`src/core/monitor_alert_pkg.sv`:
```
package monitor_alert_pkg;

    // ----------------------------------------------------------------
    // register map
    // ----------------------------------------------------------------
    localparam logic [7:0] ADDR_MASK = 8'h1f;
    localparam logic [7:0] ADDR_QUEUE = 8'h22;
    localparam logic [7:0] ADDR_GAIN = 8'h25;
    localparam logic [7:0] ADDR_FACTOR = 8'h27;
    localparam logic [7:0] ADDR_UPPER = 8'h35;

    localparam logic [7:0] MASK_RST = 8'h00;
    localparam logic [7:0] QUEUE_RST = 8'h70;
    localparam logic [7:0] GAIN_RST = 8'h10;
    localparam logic [7:0] FACTOR_RST = 8'h12;
    localparam logic [7:0] FACTOR_BASE = 8'h10;
    localparam logic [7:0] UPPER_RST = 8'h00;

    // writable mask and queue bits, valid status bits; reserved bits stay zero
    localparam logic [7:0] MASK_WMASK = 8'he3;
    localparam logic [7:0] QUEUE_WMASK = 8'hfe;
    localparam logic [7:0] UPPER_VALID = 8'hc3;

    // ----------------------------------------------------------------
    // field positions
    // ----------------------------------------------------------------
    localparam int BIT_SHUNT = 7;
    localparam int BIT_SUPPLY = 6;
    localparam int BIT_PEAK = 5;
    localparam int BIT_REMOTE = 1;
    localparam int BIT_LOCAL = 0;
    localparam int TIMEOUT_EN_BIT = 7;
    localparam int CRIT_CNT_LSB = 4;
    localparam int INT_CNT_LSB = 1;
    localparam int GAIN_AUTO_BIT = 4;

    // ----------------------------------------------------------------
    // timing
    // ----------------------------------------------------------------
    localparam int CLK_HZ = 50_000_000;
    localparam int BUS_TIMEOUT_MS = 30;
    localparam int BUS_TIMEOUT_CYCLES = BUS_TIMEOUT_MS * (CLK_HZ / 1000);

    localparam logic [2:0] CNT_MAX = 3'h4;

    typedef struct packed {
        logic high;
        logic low;
        logic fault;
        logic crit;
    } chan_evt_t;

    typedef enum logic [2:0] {
        TO_IDLE = 3'h1,
        TO_COUNT = 3'h2,
        TO_FIRED = 3'h4
    } timeout_state_t;

    // thermometer code 000/001/011/111 gives 1..4 measurements
    function automatic logic [2:0] count_threshold(input logic [2:0] code);
        count_threshold = {2'h0, code[0]} + {2'h0, code[1]} + {2'h0, code[2]} + 3'h1;
    endfunction : count_threshold

    // saturating consecutive counter; a clean measurement restarts it
    function automatic logic [2:0] next_count(input logic [2:0] cnt, input logic hit);
        if (!hit)
            next_count = 3'h0;
        else if (cnt == CNT_MAX)
            next_count = cnt;
        else
            next_count = cnt + 3'h1;
    endfunction : next_count

endpackage : monitor_alert_pkg

```
`src/core/monitor_alert_qualification.sv`:
```
`timescale 1ns/1ps
`default_nettype none

// Overview of operation
// - masked channel never drives interrupt pin; masks never touch critical pin
// - mask bit 7 blocks shunt, bit 6 blocks supply violations
// - mask bit 5 blocks current spikes from interrupt pin only
// - mask bit 1 blocks remote diode limits and faults
// - mask bit 0 blocks local diode limit results
// - bits 3..1 set consecutive count for temperature interrupt counters
// - bits 6..4 set consecutive crit count, reset value four
// - these counts govern temperature only; voltages use own queue codes
// - comparator mode counts only high-limit and crit hits, ignores low and faults
// - remote diode keeps separate high, low and fault queues
// - bit 7 enables 30 ms bus clock low timeout reset
// - auto-detect applies detected gain at each conversion start
// - without auto-detect the programmed gain setting is used
// - gain field reads setting in use; writes ignored under auto
// - factor register holds three-bit code, reads 10h..17h, resets 12h
// - high status bit set on limit reached; summary follows
// - bit 7 shunt, 6 supply, 1 remote, 0 local
// - reading high status clears only conditions no longer present
// - interrupt needs an unmasked source: status set, low or fault count reached, or a spike in comparator mode
// - status sticky until read, live in comparator mode
// - comparator mode selected by configuration bit 5
// - summary high flag covers masked status bits too and does not drive the interrupt pin
module monitor_alert_qualification
    import monitor_alert_pkg::*;
#(
    parameter int TIMEOUT_CYCLES = BUS_TIMEOUT_CYCLES
) (
    input wire logic mclk,
    input wire logic reset,
    input wire logic [7:0] regAddr,
    input wire logic [7:0] regWrData,
    input wire logic regWrEn,
    input wire logic regRdEn,
    output logic [7:0] regRdData,
    input wire logic compMode,
    input wire logic maskAll,
    input wire logic tempDone,
    input wire logic convStart,
    input wire logic [3:0] detectedGain,
    input wire chan_evt_t localEvt,
    input wire chan_evt_t remoteEvt,
    input wire logic shuntDone,
    input wire chan_evt_t shuntEvt,
    input wire logic [1:0] shuntQueue,
    input wire logic supplyDone,
    input wire chan_evt_t supplyEvt,
    input wire logic [1:0] supplyQueue,
    input wire logic peakDetect,
    input wire logic peakToCritical,
    input wire logic serialBusClock,
    output logic interruptOutO,
    output logic interruptOutOe_n,
    output logic criticalOutO,
    output logic criticalOutOe_n,
    output logic highSummary,
    output logic [3:0] gainSetting,
    output logic [2:0] diodeFactorCode,
    output logic busTimeoutReset
);

    localparam int TW = $clog2(TIMEOUT_CYCLES + 1);
    localparam logic [TW-1:0] TO_LIMIT = TW'(TIMEOUT_CYCLES);

    typedef struct packed {
        logic [7:0] mask;
        logic [7:0] queue;
        logic gainAuto;
        logic [3:0] gain;
        logic [2:0] factor;
        logic [7:0] upper;
        logic summary;
        logic [2:0] locCnt;
        logic [2:0] remHiCnt;
        logic [2:0] remLoCnt;
        logic [2:0] remFltCnt;
        logic [2:0] shHiCnt;
        logic [2:0] shLoCnt;
        logic [2:0] suHiCnt;
        logic [2:0] suLoCnt;
        logic [2:0] locCritCnt;
        logic [2:0] remCritCnt;
        logic sclkMeta;
        logic sclkSync;
        timeout_state_t toState;
        logic [TW-1:0] toCnt;
        logic busRst;
        logic [7:0] rdData;
        logic intOe_n;
        logic critOe_n;
    } state_t;

    state_t st_q;
    state_t st_d;

    logic [2:0] thrInt;
    logic [2:0] thrCrit;
    logic [2:0] thrShunt;
    logic [2:0] thrSupply;
    logic [7:0] qualHi;
    logic [7:0] srcIntr;
    logic alertAct;
    logic critAct;
    logic readUpper;

    // ----------------------------------------------------------------
    // qualification and pin decisions
    // ----------------------------------------------------------------
    always_comb
    begin
        thrInt = count_threshold(st_q.queue[INT_CNT_LSB +: 3]);
        thrCrit = count_threshold(st_q.queue[CRIT_CNT_LSB +: 3]);
        thrShunt = {1'b0, shuntQueue} + 3'h1;
        thrSupply = {1'b0, supplyQueue} + 3'h1;
        qualHi = 8'h00;
        qualHi[BIT_SHUNT] = shuntEvt.high && st_q.shHiCnt >= thrShunt;
        qualHi[BIT_SUPPLY] = supplyEvt.high && st_q.suHiCnt >= thrSupply;
        qualHi[BIT_REMOTE] = remoteEvt.high && st_q.remHiCnt >= thrInt;
        qualHi[BIT_LOCAL] = localEvt.high && st_q.locCnt >= thrInt;
        srcIntr = 8'h00;
        srcIntr[BIT_SHUNT] = st_q.upper[BIT_SHUNT] || st_q.shLoCnt >= thrShunt;
        srcIntr[BIT_SUPPLY] = st_q.upper[BIT_SUPPLY] || st_q.suLoCnt >= thrSupply;
        srcIntr[BIT_REMOTE] = st_q.upper[BIT_REMOTE] || st_q.remLoCnt >= thrInt
            || st_q.remFltCnt >= thrInt;
        srcIntr[BIT_LOCAL] = st_q.upper[BIT_LOCAL] || st_q.locCnt >= thrInt;
        // spikes reach the interrupt pin only in comparator mode
        if (compMode)
            alertAct = |(st_q.upper & ~st_q.mask & UPPER_VALID)
                || (peakDetect && !peakToCritical && !st_q.mask[BIT_PEAK]);
        else
            alertAct = !maskAll && |(srcIntr & ~st_q.mask);
        // no mask term here at all
        critAct = st_q.locCritCnt >= thrCrit || st_q.remCritCnt >= thrCrit
            || shuntEvt.crit || supplyEvt.crit || (peakDetect && peakToCritical);
        readUpper = regRdEn && regAddr == ADDR_UPPER;
    end

    // ----------------------------------------------------------------
    // next state
    // ----------------------------------------------------------------
    always_comb
    begin
        st_d = st_q;
        st_d.intOe_n = !alertAct;
        st_d.critOe_n = !critAct;

        // comparator mode leaves only the high and crit queues counting
        if (tempDone)
        begin
            st_d.locCnt = next_count(st_q.locCnt, localEvt.high || (!compMode && localEvt.low));
            st_d.remHiCnt = next_count(st_q.remHiCnt, remoteEvt.high);
            st_d.remLoCnt = next_count(st_q.remLoCnt, !compMode && remoteEvt.low);
            st_d.remFltCnt = next_count(st_q.remFltCnt, !compMode && remoteEvt.fault);
            st_d.locCritCnt = next_count(st_q.locCritCnt, localEvt.crit);
            st_d.remCritCnt = next_count(st_q.remCritCnt, remoteEvt.crit);
        end
        if (shuntDone)
        begin
            st_d.shHiCnt = next_count(st_q.shHiCnt, shuntEvt.high);
            st_d.shLoCnt = next_count(st_q.shLoCnt, !compMode && shuntEvt.low);
        end
        if (supplyDone)
        begin
            st_d.suHiCnt = next_count(st_q.suHiCnt, supplyEvt.high);
            st_d.suLoCnt = next_count(st_q.suLoCnt, !compMode && supplyEvt.low);
        end

        // a new hit in the read cycle outlives the clear
        if (compMode)
            st_d.upper = qualHi;
        else if (readUpper)
            st_d.upper = (st_q.upper & qualHi) | qualHi;
        else
            st_d.upper = st_q.upper | qualHi;
        st_d.summary = |st_d.upper;

        if (regWrEn)
        begin
            case (regAddr)
                ADDR_MASK: st_d.mask = regWrData & MASK_WMASK;
                ADDR_QUEUE: st_d.queue = regWrData & QUEUE_WMASK;
                ADDR_GAIN:
                begin
                    st_d.gainAuto = regWrData[GAIN_AUTO_BIT];
                    if (!st_q.gainAuto)
                        st_d.gain = regWrData[3:0];
                end
                ADDR_FACTOR: st_d.factor = regWrData[2:0];
                default: ;
            endcase
        end
        if (convStart && st_q.gainAuto)
            st_d.gain = detectedGain;

        if (regRdEn)
        begin
            case (regAddr)
                ADDR_MASK: st_d.rdData = st_q.mask;
                ADDR_QUEUE: st_d.rdData = st_q.queue;
                ADDR_GAIN: st_d.rdData = {3'h0, st_q.gainAuto, st_q.gain};
                ADDR_FACTOR: st_d.rdData = FACTOR_BASE | {5'h00, st_q.factor};
                ADDR_UPPER: st_d.rdData = st_q.upper;
                default: st_d.rdData = 8'h00;
            endcase
        end

        // bus clock low timeout; the first sync stage feeds only the second
        st_d.sclkMeta = serialBusClock;
        st_d.sclkSync = st_q.sclkMeta;
        st_d.busRst = 1'b0;
        case (st_q.toState)
            TO_IDLE:
            begin
                st_d.toCnt = '0;
                if (st_q.queue[TIMEOUT_EN_BIT] && !st_q.sclkSync)
                    st_d.toState = TO_COUNT;
            end
            TO_COUNT:
            begin
                if (!st_q.queue[TIMEOUT_EN_BIT] || st_q.sclkSync)
                    st_d.toState = TO_IDLE;
                else if (st_q.toCnt == TO_LIMIT)
                begin
                    st_d.toState = TO_FIRED;
                    st_d.busRst = 1'b1;
                end
                else
                    st_d.toCnt = st_q.toCnt + TW'(1);
            end
            TO_FIRED:
            begin
                if (!st_q.queue[TIMEOUT_EN_BIT] || st_q.sclkSync)
                    st_d.toState = TO_IDLE;
            end
            default: st_d.toState = TO_IDLE;
        endcase
    end

    // sync stages start at the bus clock's idle high level, so no false low follows reset
    always_ff @(posedge mclk or posedge reset)
    begin
        if (reset)
            st_q <= '{mask: MASK_RST, queue: QUEUE_RST, gainAuto: GAIN_RST[GAIN_AUTO_BIT],
                      gain: GAIN_RST[3:0], factor: FACTOR_RST[2:0], upper: UPPER_RST, sclkMeta: 1'b1, sclkSync: 1'b1,
                      toState: TO_IDLE, intOe_n: 1'b1, critOe_n: 1'b1, default: '0};
        else
            st_q <= st_d;
    end

    assign regRdData = st_q.rdData;
    assign interruptOutO = 1'b0;
    assign interruptOutOe_n = st_q.intOe_n;
    assign criticalOutO = 1'b0;
    assign criticalOutOe_n = st_q.critOe_n;
    assign highSummary = st_q.summary;
    assign gainSetting = st_q.gain;
    assign diodeFactorCode = st_q.factor;
    assign busTimeoutReset = st_q.busRst;
endmodule : monitor_alert_qualification

`default_nettype wire

```
`config.mk`:
```
export PLATFORM = sky130hd
export DESIGN_NAME = monitor_alert_qualification
export DESIGN_NICKNAME = d
export VERILOG_FILES = /design/src/core/monitor_alert_pkg.sv /design/src/core/monitor_alert_qualification.sv
export SDC_FILE = /design/constraint.sdc
export NUM_CORES = 1
export LEC_CHECK = 0
export ABC_CLOCK_PERIOD_IN_PS = 4400
export BUFFER_PORTS_ARGS = -buffer_cell sky130_fd_sc_hd__buf_2
export CAP_MARGIN = 20
export CORE_AREA = 2 2 137 139
export CTS_CLUSTER_SIZE = 14
export DETAILED_ROUTE_END_ITERATION = 12
export DIE_AREA = 0 0 139 141
export PLACE_DENSITY = 0.61
export REMOVE_ABC_BUFFERS = 1
export SYNTH_ARGS = -nofsm -noshare
export SYNTH_HDL_FRONTEND = slang
export SYNTH_SLANG_ARGS = --single-unit
```
`constraint.sdc`:
```
create_clock -name mclk -period 4.4 [get_ports mclk]
set_clock_uncertainty 0.2 [all_clocks]
set_input_delay 0.88 -clock mclk [delete_from_list [all_inputs] [get_ports mclk]]
set_output_delay 0.88 -clock mclk [all_outputs]
set_load 0.03 [all_outputs]
```
==> results of run 1 <==
## power breakdown
group	switching, mW	internal (mW)	total (mW)
clock	0.369	0.446	0.815
sequential	0.0913	0.964	1.06
combinational	0.266	0.202	0.468
## synthesized netlist by cell type, types with 3 or more instances
library cell,n
a211oi_1,3
a21o_1,9
a21oi_1,46
a221oi_1,3
a22o_1,3
a22oi_1,5
a31oi_1,10
and2_1,9
and3_1,6
buf_4,17
clkbuf_1,10
dfrtp_1,86
dfstp_2,10
ha_1,56
inv_1,61
maj3_1,4
mux2_1,7
mux2_2,11
nand2_1,75
nand2b_1,13
nand3_1,25
nand3b_1,5
nand4_1,5
nor2_1,27
nor2b_1,7
nor3_1,3
nor4_1,4
nor4b_1,3
o211ai_1,3
o21a_1,3
o21ai_0,34
o21ai_1,6
o22ai_1,4
o31ai_1,5
or3_1,5
or4_1,7
xnor2_1,5
## metrics by stage
step	power, mW	hold slack, ns	cell area [um^2]	setup WS [ns]	instances
after global routing	2.49	0.160	6640	1.33	924
final	2.34	0.159	6640	1.44	924
after detailed placement	1.54	0.149	6340	1.32	908
after global placement	1.53	0.148	6330	1.35	907
after CTS	2.37	0.160	6640	1.45	924
after floorplan	1.38	0.145	5680	0.831	603
## placed cells by master, fill, tap and decap left out, types with 11 or more instances in the layout
cell | synthesis | routed
inv_1 | 61 | 60
dfrtp_1 | 86 | 86
o21ai_0 | 34 | 34
nand2b_1 | 13 | 13
nand3_1 | 25 | 25
nor2_1 | 27 | 27
ha_1 | 56 | 56
buf_2 | 2 | 68
mux2_2 | 11 | 11
nand2_1 | 75 | 75
a21oi_1 | 46 | 46
## flip-flops by register name, summed over array words and instances, names as in the netlist
signal            cells
highSummary           1
st_d                  1
diodeFactorCode       3
st_q                 76
criticalOutOe_n       1
gainSetting           4
interruptOutOe_n      1
busTimeoutReset       1
regRdData             8
## worst max path at each step
stage,startpoint,to,slack [ns],cells after the start
3_5_place_dp,regAddr[0],highSummary,1.32,6
4_1_cts,st_q[87],interruptOutOe_n,1.45,10
5_1_grt,st_q[85],interruptOutOe_n,1.33,10
6_report,st_q[87],interruptOutOe_n,1.44,10
3_3_place_gp,regAddr[0],highSummary,1.35,6
2_1_floorplan,reset,busTimeoutReset,0.83,1
## final cells by class
class / count / area share, %
sequential: 96 / 36.4
multi-input combinational: 446 / 45.8
timing repair buffer: 71 / 5.47
clock buffer: 10 / 3.45
inverter: 61 / 3.49
clock inverter: 6 / 1.02
tap: 234 / 4.41
## cell families after synthesis
family	after synthesis	share of synthesized area (%)
flops	96	41.3
xor+xnor	7	1.05
other cells	1	0.0641
simple gates	210	18.9
compound gates	149	15.7
mux	18	3.46
fa+ha+maj	60	12.7
buf+inv	90	6.91
## layer usage
| metal | up-vias | part of all wire, % | track usage, % |
|---|---|---|---|
| met2 | 61 | 49 | 23.6 |
| li1 | 2315 | - | - |
| met1 | 2192 | 46 | 18.0 |
| met3 | 19 | 2.7 | 2.72 |
| met4 | 0 | 1.9 | 4.84 |
| met5 | - | 0 | 0 |
## worst max-delay path, stage by stage (launching register included)
cell and delay, ns:
dfrtp_1 0.41, inv_1 0.06, ha_1 0.26, inv_1 0.04, ha_1 0.34, ha_1 0.29, nand2b_1 0.14, maj3_1 0.35
a2111oi_0 0.44, nor2_1 0.09, o31ai_1 0.25
==> metrics, run 1 <==
outcome=complete, no violations; worst-path fanout max=4; H-Tree Level Count=3; CTS clk-pin slew, worst paths=0.07 ns; RR Startpoint=st_q[87]; Setup violations, final=0; post-synthesis cell area=5850 um^2; RR Endpoint=interruptOutOe_n; top post-synthesis cells by area=dfrtp_1, ha_1, nand2_1; Hold Path Depth=0; Hold Path Class=reg2reg; share of layout cells above drive strength 1=17.4%; drt pass-1 iters=4; Max Slew Vio Count=0; antenna cells=0; critical path type=reg2reg; synthesized area per cell=9.27 um^2; hold_buf cts=0; largest net degree at the start of global routing=55; startpoint types=register; CP Capture Type=register; synthesis-to-layout area growth=13.4%; DRT Wirelength=13,100 um; Yosys top cell by area=dfrtp_1; vias in the first global route=4,469; Cell variety after synth=66; number of flops mapped to enable cells by yosys=0; Filler cells=1,899; core box area=18,300 um^2; r2r setup slk=1.44 ns; synthesis-stage register bit count=96; die outline width=139 um; worst slew pin tran=0.835 ns; leakage power=3.03 nW; Routability Congestion=0.840; Post-synth ARST share=100%; vias per inst=4.96; worst-case clock buffer depth=2; final period demand of the worst path=2.96 ns; unrepaired setup endpoints after global routing=no; clock sink count=96; root buf cell=clkbuf_16; Hold Crit Endpoint=st_q[35]; commonest register cell after synthesis=dfrtp_1; CTS buffer count=9; Worst-Skew Late Latency=0.35 ns; initial antenna violation count=0; storage element area=2410 um^2; DRC=0; Total GRT Usage=14.0%; CP Data Arrival Time=3.03 ns; Starting Density=32.0%; Synth warnings=0; vias post-DR=4,587; period utilization=67.3%; Fmax achieved=338 MHz; sequential area share after synthesis=41.3%; Die ar.=19,600 um^2; setup bufs post-CTS=0; Critical Path RT=4.47 ns; Hold Vio Cnt, Final=0; worst vdd ir=0.000210 V; IO Pins=74; setup_tns=0 ns; Post-DP HPWL=9920 um; post-layout util=36.3%; FF-to-FF path depth=10; DR WL/cell=14.2 um; post-route ant nets=0; Die Y=141 um; power per cell area=352 nW/um^2; Max Cap Viol=0; grt total ovfl=0; row count=50; Hold Startpoint=st_d[35]; # port buffers=68; Synth top area share=36.8%; Post-CTS Resized=0; Slew headroom=43.6%; Cells after Synth=631; DRT iter0 DRCs=264; footprint of the multi-input gates=3040 um^2; CTS tree=yes; nets@finish=794; first-pass GRT wire length=22,200 um
Note: power is estimated with default switching activity, not from simulation.
==> inputs of run 2 (changes only) <==
ABC_CLOCK_PERIOD_IN_PS = 2550   (was 4400)
PLACE_DENSITY = 0.62   (was 0.61)
clock period = 2.55 ns   (was 4.4 ns; I/O delays follow)
==> run 2 against run 1 <==
  * Via count up 1.7%
  * Non-clock buffer count up 13
  * Fmax up 16%
  * Critical path depth up 1
  * Design area up 3.6%
  * Hold slack worse by 0.11 ns
  * Clock power up 80%
  * Total power up 81%
  * Core utilization up 1.3 points
  * Global-route usage about the same
  * Die area unchanged
  * Sequential cell count unchanged
==> metrics, run 2 (synthesis results as in run 1) <==
Routability Congestion=0.797 (was 0.840); worst path cell trace=inv_1, ha_1, inv_2, ha_4, buf_6, ha_4, nand2b_4, maj3_2, a31oi_4, o221ai_2, o31ai_2 (was inv_1, ha_1, inv_1, ha_1, ha_1, nand2b_1, maj3_1, a2111oi_0, nor2_1, o31ai_1); Die ar.=19,600 um^2 (unchanged); leakage power=3.12 nW (was 3.03 nW); Total GRT Usage=14.0% (about the same); Top reg by flops=st_q (unchanged); DR WL/cell=14.4 um (was 14.2 um); synthesis-to-layout area growth=17.5% (was 13.4%); row count=50 (unchanged); Max Slew Vio Count=0 (unchanged); Die Y=141 um (unchanged); Cells after DPL=920 (was 908); Worst-Skew Late Latency=0.35 ns (about the same); Starting Density=32.0% (unchanged); Final Instance Area=6880 um^2 (was 6640 um^2); vias in the first global route=4,440 (was 4,469); first-pass GRT wire length=22,200 um (about the same); cell family with most CP delay=adder cells (unchanged); core box area=18,300 um^2 (unchanged); # port buffers=68 (unchanged); Setup violations, final=0 (unchanged); critical path type=reg2reg (unchanged); Flop pwr share=43.0% (was 45.1%); CP Data Arrival Time=2.62 ns (was 3.03 ns); vias per inst=4.98 (was 4.96); Filler cells=1,872 (was 1,899); CP bufs+invs=3 (was 2); CTS clk-pin slew, worst paths=0.07 ns (about the same); CP most frequent cell=ha_4 (was ha_1); Hold WS=0.0533 ns (was 0.159 ns); r2r setup slk=0.002 ns (was 1.44 ns); Largest register FFs=76 (unchanged); Critical Path RT=2.62 ns (was 4.47 ns); clock sink count=96 (unchanged); initial antenna violation count=0 (unchanged); IO Pins=74 (unchanged); DRT iter0 DRCs=243 (was 264); clock power share=34.8% (about the same); post-route ant nets=0 (unchanged); Post-DP HPWL=10,100 um (was 9920 um); root buf cell=clkbuf_16 (unchanged); worst-path fanout max=3 (was 4); power per cell area=615 nW/um^2 (was 352 nW/um^2); Hold Vio Cnt, Final=0 (unchanged); Place WS=-0.225 ns (was 1.32 ns); Hold Path Class=in2reg (was reg2reg); Max Cap Viol=0 (unchanged); CP max stage delay=0.35 ns (was 0.44 ns); startpoint types=register (unchanged); Post-DP Area=6440 um^2 (was 6340 um^2); CTS tree=yes (unchanged); Switching Fraction=30.2% (was 31.1%); Power Internal=2.95 mW (was 1.61 mW); vias post-DR=4,664 (was 4,587); hold_buf cts=0 (unchanged); DRC=0 (unchanged); worst vdd ir=0.000411 V (was 0.000210 V); final period demand of the worst path=2.55 ns (was 2.96 ns); Fmax achieved=392 MHz (was 338 MHz); non-filler cells, final=937 (was 924); nets@finish=807 (was 794); drt pass-1 iters=4 (unchanged); largest net degree at the start of global routing=97 (was 55); commonest non-fill, non-tap cell in the layout=dfrtp_1 (unchanged); unrepaired setup endpoints after global routing=yes (was no); Psw=1.28 mW (was 727 uW); Power Total=4.23 mW (was 2.34 mW); die outline width=139 um (unchanged); CTS buffer count=9 (unchanged); worst slew pin tran=0.613 ns (was 0.835 ns); share of layout cells above drive strength 1=21.1% (was 17.4%); antenna cells=0 (unchanged); worst-case clock buffer depth=2 (unchanged); DRT Wirelength=13,500 um (was 13,100 um); Slew headroom=59.1% (was 43.6%); Slowest-stage cell, CP=dfrtp_1 (was a2111oi_0); most frequent cells in the layout=dfrtp_1, nand2_1, buf_2 (unchanged); grt total ovfl=0 (unchanged); final worst setup slack=0.00178 ns (was 1.44 ns); outcome=complete, no violations (unchanged); period utilization=99.9% (was 67.3%); Comb pwr share=22.1% (was 20.0%); CP Capture Type=register (unchanged); H-Tree Level Count=3 (unchanged)
==> run 2: area by class of cell <==
type	instances	area, um^2	area share [%]
well taps	234	293	4.26
flip-flops and latches	96	2410	35.1
clock inverters	4	76.3	1.11
repair buffers	84	477	6.93
clock buffers	12	236	3.44
multi-input cells	446	3150	45.8
inverters	61	231	3.37
==> run 2: path summary, 6_finish.rpt <==
kind                                 from                to  depth (start not counted)
min                        serialBusClock          st_d[35]                          1
max in group asynchronous           reset          st_q[83]                          3
max                              st_q[85]  interruptOutOe_n                         11
min reg2reg                      st_d[35]          st_q[35]                          0
max reg2reg                      st_q[85]  interruptOutOe_n                         11
min in group asynchronous           reset   busTimeoutReset                          3
==> run 2: through the flow <==
step,setup TNS [ns],utilization (%)
after detailed placement,-0.458,35.3
after global routing,-0.0990,37.6
after floorplan,-55.96,-
final,0,37.6
after global placement,-0.401,35.3
after CTS,-0.0741,37.2
==> run 2: repair_timing <==
action	CTS	global route
pin swaps	9	10
gates cloned	0	0
gates resized for setup	11	12
setup endpoints to repair	4	5
setup buffers	0	1
==> run 2: layer usage <==
layer | share of wire, % | vias up | track usage (%)
met4 | 1.6 | 0 | 4.73
met1 | 46 | 2247 | 18.0
li1 | - | 2345 | -
met5 | 0 | - | 0
met2 | 50 | 57 | 24.1
met3 | 2.4 | 15 | 2.24
==> run 2: power groups by stage <==
stage                     combinational (mW)  sequential [mW]  clock, mW
after detailed placement               0.838             1.84          0
final                                  0.936             1.82       1.47
after global placement                 0.814             1.85          0
after CTS                              0.895             1.82       1.50
after global routing                    1.06             1.84       1.56
after floorplan                        0.527             1.85          0
